`config.mk`:
```
export PLATFORM = sky130hd
export DESIGN_NAME = pic_top
export DESIGN_NICKNAME = d
export VERILOG_FILES = /design/src/inc/pic_pkg.sv /design/src/pic_arbiter.sv /design/src/pic_top.sv
export SDC_FILE = /design/constraint.sdc
export NUM_CORES = 2
export LEC_CHECK = 0
export ABC_AREA = 1
export BUFFER_PORTS_ARGS = -buffer_cell sky130_fd_sc_hd__buf_2
export CAP_MARGIN = 0
export CORE_ASPECT_RATIO = 1.2
export CORE_MARGIN = 4
export CORE_UTILIZATION = 35
export CTS_BUF_LIST = sky130_fd_sc_hd__clkbuf_4 sky130_fd_sc_hd__clkbuf_8
export CTS_CLUSTER_DIAMETER = 50
export DETAILED_ROUTE_END_ITERATION = 10
export RECOVER_POWER = 50
export SLEW_MARGIN = 5
export SYNTH_ARGS = -nofsm -noshare
export SYNTH_HDL_FRONTEND = slang
export SYNTH_SLANG_ARGS = --single-unit
```
`constraint.sdc`:
```
create_clock -name i_clk -period 443.9 [get_ports i_clk]
set_clock_uncertainty 0.15 [all_clocks]
set_input_delay 66.585 -clock i_clk [delete_from_list [all_inputs] [get_ports i_clk]]
set_output_delay 66.585 -clock i_clk [all_outputs]
set_load 0.05 [all_outputs]
```
`src/inc/pic_pkg.sv`:
```
/*
  Shared constants and carrier types for the priority interrupt controller.
  Assumes a 32-bit APB with a 12-bit byte address and a single system clock.
*/
`default_nettype none
package pic_pkg;

  // ***************************************
  // Sizes
  // ***************************************
  localparam int NSRC = 128;
  localparam int NSW  = 8;
  localparam int PW   = 4;
  localparam int VW   = 9;
  localparam int AW   = 12;
  localparam int IW   = 7;

  // ***************************************
  // Register byte offsets
  // ***************************************
  localparam logic [AW-1:0] OFS_CPR      = 12'h000;
  localparam logic [AW-1:0] OFS_SWSET    = 12'h004;
  localparam logic [AW-1:0] OFS_STAT     = 12'h008;
  localparam logic [AW-1:0] OFS_MASK     = 12'h00c;
  localparam logic [AW-1:0] OFS_VEC      = 12'h010;
  localparam logic [AW-1:0] OFS_PRIO     = 12'h100;
  localparam logic [AW-1:0] OFS_PRIO_END = 12'h2fc;

  // ***************************************
  // Fields and reset values
  // ***************************************
  localparam int SW_CLR_LSB  = 8;
  localparam int VEC_IRQ_BIT = 16;
  localparam int EV_ACK      = 0;
  localparam int EV_NMI      = 1;
  localparam int EV_RAISE    = 2;
  localparam int NEV         = 3;
  localparam logic [PW-1:0]  CPR_RST  = 4'h0;
  localparam logic [PW-1:0]  PRIO_RST = 4'h0;
  localparam logic [NEV-1:0] MASK_RST = 3'h0;

  // ***************************************
  // Types
  // ***************************************
  typedef struct packed {
    logic          psel;
    logic          penable;
    logic          pwrite;
    logic [AW-1:0] paddr;
    logic [31:0]   pwdata;
  } pic_apb_req_t;

  typedef struct packed {
    logic          irq;
    logic [VW-1:0] vector;
  } pic_core_req_t;

  typedef enum logic [1:0] {
    PIC_IDLE = 2'b01,
    PIC_HOLD = 2'b10
  } pic_state_t;

endpackage
`default_nettype wire

```
`src/pic_arbiter.sv`:
```
/*
  Combinational winner search over all pending sources.
  Assumes levels and pending bits come from registers on the same clock.
*/
`timescale 1ns/1ns
`default_nettype none
module pic_arbiter #(
  parameter int N  = 128,
  parameter int PW = 4,
  parameter int IW = 7
) (
  // Requests
  input  wire logic [N-1:0]    i_pend,
  input  wire logic [N*PW-1:0] i_prio,
  // Winner
  output logic                 o_valid,
  output logic [IW-1:0]        o_idx,
  output logic [PW-1:0]        o_prio
);

  // Descending scan with >= so equal levels go to the lowest index
  always_comb begin
    o_valid = 1'b0;
    o_idx   = '0;
    o_prio  = '0;
    for (int i = N - 1; i >= 0; i--) begin
      if (i_pend[i] && (!o_valid || i_prio[i*PW +: PW] >= o_prio)) begin
        o_valid = 1'b1;
        o_idx   = IW'(i);
        o_prio  = i_prio[i*PW +: PW];
      end
    end
  end

endmodule
`default_nettype wire

```
`src/pic_top.sv`:
```
/*
  Priority interrupt controller: 128 sources, 16 levels, APB registers,
  held vectored request to the core, current-priority ceiling, NMI bypass.
  Assumes peripheral lines and the core acknowledge are on i_clk; the NMI
  pin is asynchronous.
*/
// Contract
// - accept 128 sources, each individually prioritised
// - distinct 9-bit vector per source
// - 16 levels, lowest index wins ties
// - software writes each source level
// - higher pending request preempts running routine
// - requests not above current priority withheld
// - eight software-raised sources join arbitration
// - NMI bypasses arbitration to core and io_processor
`timescale 1ns/1ns
`default_nettype none
module pic_top
  import pic_pkg::*;
(
  // Clock and reset
  input  wire logic                     i_clk,
  input  wire logic                     i_rst,
  // APB slave
  input  wire pic_pkg::pic_apb_req_t    i_apb,
  output logic [31:0]                   o_prdata,
  output logic                          o_pready,
  output logic                          o_pslverr,
  // Peripheral request lines, sources 8 and up
  input  wire logic [pic_pkg::NSRC-pic_pkg::NSW-1:0] i_src,
  // Core side
  input  wire logic                     i_ack,
  output var  pic_pkg::pic_core_req_t   o_core,
  output logic                          o_nmi_core,
  output logic                          o_nmi_io_processor,
  // Non-maskable pin and controller event interrupt
  input  wire logic                     i_nmi_pin,
  output logic                          o_int
);

  // ***************************************
  // Declarations
  // ***************************************
  logic [PW-1:0]    prio_q [NSRC];
  logic [NSRC*PW-1:0] prio_flat;
  logic [NSRC-1:0]  pend;
  logic [NSW-1:0]   sw_q;
  logic [PW-1:0]    cpr_q;
  logic [PW-1:0]    held_prio_q;
  logic [NEV-1:0]   stat_q;
  logic [NEV-1:0]   mask_q;
  logic [NEV-1:0]   ev;
  pic_state_t       state_q;
  logic             nmi_s1_q;
  logic             nmi_s2_q;
  logic             nmi_s3_q;
  logic             win_valid;
  logic [IW-1:0]    win_idx;
  logic [PW-1:0]    win_prio;
  logic             setup;
  logic             acc;
  logic             wr;
  logic             mapped;
  logic [31:0]      rd_data;
  logic [AW-1:0]    prio_off;
  logic [IW-1:0]    prio_idx;
  logic             in_prio;
  logic             take;
  logic             ack_take;

  // ***************************************
  // Pending vector and arbitration
  // ***************************************
  generate
    for (genvar g = 0; g < NSRC; g++) begin : g_src
      assign prio_flat[g*PW +: PW] = prio_q[g];
      if (g < NSW) begin : g_sw
        assign pend[g] = sw_q[g];
      end else begin : g_hw
        assign pend[g] = i_src[g-NSW];
      end
    end
  endgenerate

  pic_arbiter #(
    .N  (NSRC),
    .PW (PW),
    .IW (IW)
  ) u_arb (
    .i_pend  (pend),
    .i_prio  (prio_flat),
    .o_valid (win_valid),
    .o_idx   (win_idx),
    .o_prio  (win_prio)
  );

  // Only a level strictly above the current priority is presented
  assign take     = (state_q == PIC_IDLE) && win_valid && (win_prio > cpr_q);
  assign ack_take = (state_q == PIC_HOLD) && i_ack;

  // ***************************************
  // Core request hold and acknowledge
  // ***************************************
  always_ff @(posedge i_clk) begin
    if (i_rst) begin
      state_q     <= PIC_IDLE;
      o_core      <= '0;
      held_prio_q <= CPR_RST;
    end else begin
      case (state_q)
        PIC_IDLE: begin
          if (take) begin
            state_q       <= PIC_HOLD;
            o_core.irq    <= 1'b1;
            o_core.vector <= VW'(win_idx);
            held_prio_q   <= win_prio;
          end
        end
        PIC_HOLD: begin
          if (i_ack) begin
            state_q    <= PIC_IDLE;
            o_core.irq <= 1'b0;
          end
        end
        default: begin
          state_q    <= PIC_IDLE;
          o_core.irq <= 1'b0;
        end
      endcase
    end
  end

  // ***************************************
  // APB slave
  // ***************************************
  assign setup    = i_apb.psel && !i_apb.penable;
  assign acc      = i_apb.psel && i_apb.penable && o_pready;
  assign wr       = acc && i_apb.pwrite && !o_pslverr;
  assign prio_off = i_apb.paddr - OFS_PRIO;
  assign prio_idx = prio_off[IW+1:2];
  assign in_prio  = (i_apb.paddr >= OFS_PRIO) && (i_apb.paddr <= OFS_PRIO_END);

  always_comb begin
    mapped  = i_apb.paddr[1:0] == 2'h0;
    rd_data = 32'h0;
    if (in_prio) begin
      rd_data[PW-1:0] = prio_q[prio_idx];
    end else begin
      case (i_apb.paddr)
        OFS_CPR:   rd_data[PW-1:0]  = cpr_q;
        OFS_SWSET: rd_data[NSW-1:0] = sw_q;
        OFS_STAT:  rd_data[NEV-1:0] = stat_q;
        OFS_MASK:  rd_data[NEV-1:0] = mask_q;
        OFS_VEC: begin
          rd_data[VW-1:0]      = o_core.vector;
          rd_data[VEC_IRQ_BIT] = o_core.irq;
        end
        default:   mapped = 1'b0;
      endcase
    end
  end

  // One wait-free access phase: answer prepared in the setup cycle
  always_ff @(posedge i_clk) begin
    if (i_rst) begin
      o_pready  <= 1'b0;
      o_pslverr <= 1'b0;
      o_prdata  <= 32'h0;
    end else begin
      o_pready  <= setup;
      o_pslverr <= setup && !mapped;
      o_prdata  <= (setup && mapped && !i_apb.pwrite) ? rd_data : 32'h0;
    end
  end

  // ***************************************
  // Priority levels
  // ***************************************
  always_ff @(posedge i_clk) begin
    if (i_rst) begin
      for (int i = 0; i < NSRC; i++) begin
        prio_q[i] <= PRIO_RST;
      end
    end else if (wr && in_prio) begin
      prio_q[prio_idx] <= i_apb.pwdata[PW-1:0];
    end
  end

  // ***************************************
  // Current priority
  // ***************************************
  always_ff @(posedge i_clk) begin
    if (i_rst) begin
      cpr_q <= CPR_RST;
    end else if (ack_take) begin
      cpr_q <= held_prio_q;
    end else if (wr && i_apb.paddr == OFS_CPR) begin
      cpr_q <= i_apb.pwdata[PW-1:0];
    end
  end

  // ***************************************
  // Software sources
  // ***************************************
  always_ff @(posedge i_clk) begin
    if (i_rst) begin
      sw_q <= '0;
    end else if (wr && i_apb.paddr == OFS_SWSET) begin
      sw_q <= (sw_q | i_apb.pwdata[NSW-1:0]) & ~i_apb.pwdata[SW_CLR_LSB +: NSW];
    end
  end

  // ***************************************
  // Non-maskable path
  // ***************************************
  always_ff @(posedge i_clk) begin
    if (i_rst) begin
      nmi_s1_q   <= 1'b0;
      nmi_s2_q   <= 1'b0;
      nmi_s3_q   <= 1'b0;
      o_nmi_core <= 1'b0;
      o_nmi_io_processor <= 1'b0;
    end else begin
      nmi_s1_q   <= i_nmi_pin;
      nmi_s2_q   <= nmi_s1_q;
      nmi_s3_q   <= nmi_s2_q;
      o_nmi_core <= nmi_s2_q;
      o_nmi_io_processor <= nmi_s2_q;
    end
  end

  // ***************************************
  // Event status, mask and interrupt
  // ***************************************
  always_comb begin
    ev           = '0;
    ev[EV_ACK]   = ack_take;
    ev[EV_NMI]   = nmi_s2_q && !nmi_s3_q;
    ev[EV_RAISE] = take;
  end

  // A new event wins over a write-one-to-clear in the same cycle
  always_ff @(posedge i_clk) begin
    if (i_rst) begin
      stat_q <= '0;
    end else if (wr && i_apb.paddr == OFS_STAT) begin
      stat_q <= (stat_q & ~i_apb.pwdata[NEV-1:0]) | ev;
    end else begin
      stat_q <= stat_q | ev;
    end
  end

  always_ff @(posedge i_clk) begin
    if (i_rst) begin
      mask_q <= MASK_RST;
    end else if (wr && i_apb.paddr == OFS_MASK) begin
      mask_q <= i_apb.pwdata[NEV-1:0];
    end
  end

  always_ff @(posedge i_clk) begin
    if (i_rst) begin
      o_int <= 1'b0;
    end else begin
      o_int <= |(stat_q & mask_q);
    end
  end
endmodule
`default_nettype wire

```
After elaboration in Yosys (flattened, before gate mapping)
Memory sizes are Yosys's and may differ from the RTL's.
Cells that the tools add are included.
{"block": "word_totals", "regBits": 69, "elab_cells": 990, "mem_bits_rw": 512, "inputBits": 171, "n_memories": 1}
{"name": "prio_q", "words": 128, "width": 4, "rd": 129, "rd_clocked_by_memory_dff": 0, "write_ports": 128, "line_no": "pic_top.sv:44", "text": "logic [PW-1:0] prio_q [NSRC];"}
{"block": "classes", "add_sub_neg": 1, "n_lt_le_gt_ge": 130, "reduce_logical": 415, "n_bitwise": 10, "n_eq_ne": 8, "n_mux": 407}
{"cell": "$mux 7", "count": 129}
{"cell": "$mux 4", "count": 132}
{"cell": "$ge 4x4->1", "count": 127}
{"cell": "$logic_and 1x1->1", "count": 145}
{"cell": "$mux 1", "count": 137}
{"cell": "$logic_not 1->1", "count": 132}
{"cell": "$logic_or 1x1->1", "count": 127}
{"cell": "$eq 12x4->1 const B", "count": 2}
{"cell": "$pmux 3 s5", "count": 1}
{"cell": "$eq 12x3->1 const B", "count": 1}
{"cell": "$eq 12x5->1 const B", "count": 1}
{"cell": "$ge 12x9->1 const B", "count": 1}
{"cell": "$le 12x10->1 const B", "count": 1}
{"cell": "$logic_not 12->1", "count": 1}
{"cell": "$mux 10", "count": 1}
{"cell": "$sub 9x9->9 const B", "count": 1}
{"cell": "$and 8x8->8", "count": 1}
{"cell": "$not 8->8", "count": 1}
{"cell": "$or 8x8->8", "count": 1}
{"cell": "$pmux 4 s2", "count": 1}
{"cell": "$reduce_or 4->1", "count": 2}
{"cell": "$and 3x3->3", "count": 2}
{"cell": "$or 3x3->3", "count": 2}
{"cell": "$reduce_or 3->1", "count": 2}
{"cell": "16 further kinds", "count": 20}

Longest topological paths before layout
An unclocked memory read counts as a cell.
{"block": "depth", "ltp_word": 514, "depth_mapped": 1454, "mapped_depth_nobuf": 1407}

Hierarchy
Synthesis repeated with hierarchy kept, for this count alone.
{"block": "unflattened", "cells_unflattened": 6830, "hier_area_um2": 48599.1}
{"mod": "pic_top", "cells_each": 2877, "area_per_inst_um2": 27246.1, "seq_area_each_um2": 16315.6, "n_inst": 1}
{"mod": "pic_arbiter", "cells_each": 3953, "area_per_inst_um2": 21353.0, "seq_area_each_um2": 0.0, "n_inst": 1}

Worst setup path before layout
Ideal clock, no wire load.
{"block": "synth_path", "path_type": "input port to flip-flop", "startpoint": "input port i_src[119] (netlist name)", "endpoint": "register o_core[4] (netlist name)", "path_slack_ns": 238.898, "required_ns": 443.680, "cell_stages": 1324, "arrival_time_ns": 204.782, "cell_sequence": "nand2_1 -> ha_1 -> nand2_1 -> inv_2 -> nand2_1 -> nand4_1 -> nand2_1 -> inv_1 -> o21ai_0 -> inv_1 -> ha_1 -> nand2_1 -> inv_1 -> nand3_1 -> nand4_1 -> nand2_1 -> nand2_1 -> o21ai_0 -> [1288 not listed] -> o21ai_0 -> nand2_1 -> a21oi_1 -> o21ai_2 -> nand2_4 -> clkinv_2 -> nand2_1 -> nand2_1 -> ha_1 -> inv_1 -> nor2_1 -> o211ai_1 -> a21oi_1 -> nand2_4 -> inv_6 -> buf_6 -> nand4_1 -> a21oi_1"}
{"item": "start: declaration", "line_no": "pic_top.sv:30", "text": "input wire logic [pic_pkg::NSRC-pic_pkg::NSW-1:0] i_src,"}
{"item": "end: declaration", "line_no": "pic_top.sv:33", "text": "output var pic_pkg::pic_core_req_t o_core,"}

==> impl_metrics.yaml <==
status:
  status: "complete, but fails checks"
  failed_checks: "capacitance limit, slew limit"
worst_setup_path:
  path_class: "input port to flop"
  cp_max_fo: 12
  crit_slowest_cell: "o21ai_0"
  cpPeakStageDelay_ns: 0.35
  crit_arrival_ns: -227.70
  path_buf_inv: 87
  end_kind: "flop"
  cpMostUsedCell: "nand2_1"
  cp-start-kind: "input port"
  critPathTopFamily: "simple AND/OR/NAND/NOR gates"
  critPathRequiredTime_ns: 444.38
global_routing:
  grt_max_degree: 139
  grt-ovfl-total: 0
  first_global_vias: 41446
  grt_pass1_wl_um: 236000
  antenna_found_initial: 27
  grt_usage_pct: 22.3
cells_and_area:
  layout-drive-gt1-share_pct: 12.2
  utilization_pct: 38.2
  final_common_cell: "nand2_1"
  nNetsFinal: 6941
  area_growth_pct: 8.52
  nFillCells: 13515
  mostFrequentLayoutCells: "nand2_1, inv_1, nor2_1"
sta:
  finalCritPeriodShare_pct: 51.2
  finalHoldViolCount: 0
  setup_viol: 0
  max_freq_mhz: 4.40
  tightest_slew_ns: 9.44
  rsz0062_at_grt: "no"
  fin_crit_ns: 227.21
  slew_viol_final: 219
  holdWs_ns: 0.262
  max_slew_margin_pct: -529
  tns_ns: 0
route:
  ant_nets: 0
  drt_iter0_markers: 3230
  dr.pass1.iters: 7
  num_vias: 42749
  wl_met3_um: 11500
  dr.max_layer_used: "met5"
  post_drt_wl_per_cell_um: 19.3
  vias_per_cell: 5.24
  postRouteWirelength_um: 157000
  route.detailed.drc: 0
  wl_met1_um: 61600
  wl_met2_um: 76000
synth:
  postSynthAreaPerCell_um2: 7.31
  synth_ff_type: "edfxtp_1"
  ys_ff_latch: 559
  synth_cell_types: 66
  synth_edf_count: 512
  yosysSeqAreaShare_pct: 35.6
  async_reset_ff_share_pct: 0
  synth_cells: 6273
  yosys_warnings: 0
  syn_area_um2: 45800
clocking:
  cts_tree: "yes"
  cts-root-buf: "clkbuf_8"
  postCtsSetupBuffers: 0
  ctsResizeCount: 0
  cts.sinks: 559
  cts_buffer_depth: 3
  numCtsBuffers: 88
  h-tree-depth: 3
  clk_pin_slew_ns: 0.06
  cts_hold_buf: 0
  clk_latency_ns: 0.74
die:
  core_area_um2: 130000
  rows: 145
  die_w_um: 338
  fp.dieH_um: 404
  start_util_pct: 35.2
  die_area_um2: 137000
  ios: 218
place:
  port_buffers: 176
  place_congestion: 0.935
  place_hpwl_um: 115000
min_path:
  hold_class: "flop to flop"
job:
  drv_cap: 5
[kinds of logic after synthesis]
logic type,synth area share [%]
and+or+nand+nor,29.7
other,0.00818
buffers and inverters,10.4
DFF,35.6
adders and majority gates,10.7
AOI/OAI and AO/OA,13.6
[worst min-delay path: stages (launching register included)]
cell     delay (ns)
dfxtp_1        0.30
inv_1          0.04
nor2_1         0.03
[path summary, 6_finish.rpt]
check | slack [ns] | endpoint | start | cells past startpoint
min reg2reg | 0.26 | nmi_s2_q$_SDFF_PP0_ | nmi_s1_q$_SDFF_PP0_ | 2
max | 216.69 | o_core[5]$_SDFFE_PP0P_ | i_src[119] | 733
max reg2reg | 282.26 | o_core[5]$_SDFFE_PP0P_ | prio_q[127][0]$_SDFFCE_PN0P_ | 1277
min | 0.26 | nmi_s2_q$_SDFF_PP0_ | nmi_s1_q$_SDFF_PP0_ | 2
[cells in the mapped netlist (all sizes together), types with 2 or more instances]
master	number	area, µm²
o21a	10	75.1
a211oi	5	37.5
nand2	1894	8170
and2	7	48.8
inv	879	3310
o22ai	67	419
a221oi	21	184
nor2	710	2750
a22o	4	35.0
nor3	48	245
a31oi	24	150
a311oi	5	43.8
a21oi	87	454
ha	391	4890
clkbuf	152	651
a21boi	4	30.0
nand4	48	307
buf	80	681
edfxtp	512	15400
clkinv	8	32.5
o311ai	17	149
or2	23	146
dfxtp	47	941
o2111ai	26	234
a22oi	85	638
nor4	14	87.6
o31ai	5	37.5
o21ai	696	3500
bufinv	5	87.6
and3	2	13.8
a32o	3	30.0
o211ai	24	180
nand3	362	1840
[flip-flops by register name, summed over array words and instances (netlist names)]
signal,flops
o_core,8
sw_q,8
mask_q,3
nmi_s3_q,1
o_pready,1
prio_q,512
held_prio_q,4
o_prdata,9
stat_q,3
o_int,1
state_q,2
cpr_q,4
nmi_s2_q,1
o_pslverr,1
nmi_s1_q,1
[cell type report]
class | count | area (µm²) | share of cell area [%]
multi-input cells | 4613 | 24900 | 50.0
flip-flops and latches | 559 | 16300 | 32.8
inverters | 892 | 3450 | 6.93
well taps | 1690 | 2110 | 4.25
clock buffers | 113 | 1440 | 2.90
repair buffers | 225 | 1180 | 2.37
clock inverters | 46 | 325 | 0.654
diodes | 13 | 32.5 | 0.0654
[per-layer routing]
metal | GRT usage [%] | vias to the layer above
met2 | 39.6 | 1387
met1 | 25.9 | 19973
met4 | 10.8 | 20
li1 | - | 20988
met3 | 4.08 | 381
met5 | 0 | -
[stage by stage]
stage / area, µm² / instances / setup WS, ns
floorplan: 45900 / 6297 / 238.90
global route: 49700 / 8142 / 193.66
finish: 49700 / 8151 / 216.69
detailed placement: 48100 / 7979 / 217.14
global placement: 48100 / 7979 / 219.08
CTS: 49800 / 8138 / 217.34
Power is left out: the tool's default activity adds up to more than one toggle a clock period on the data nets, which glitch-free logic cannot reach.
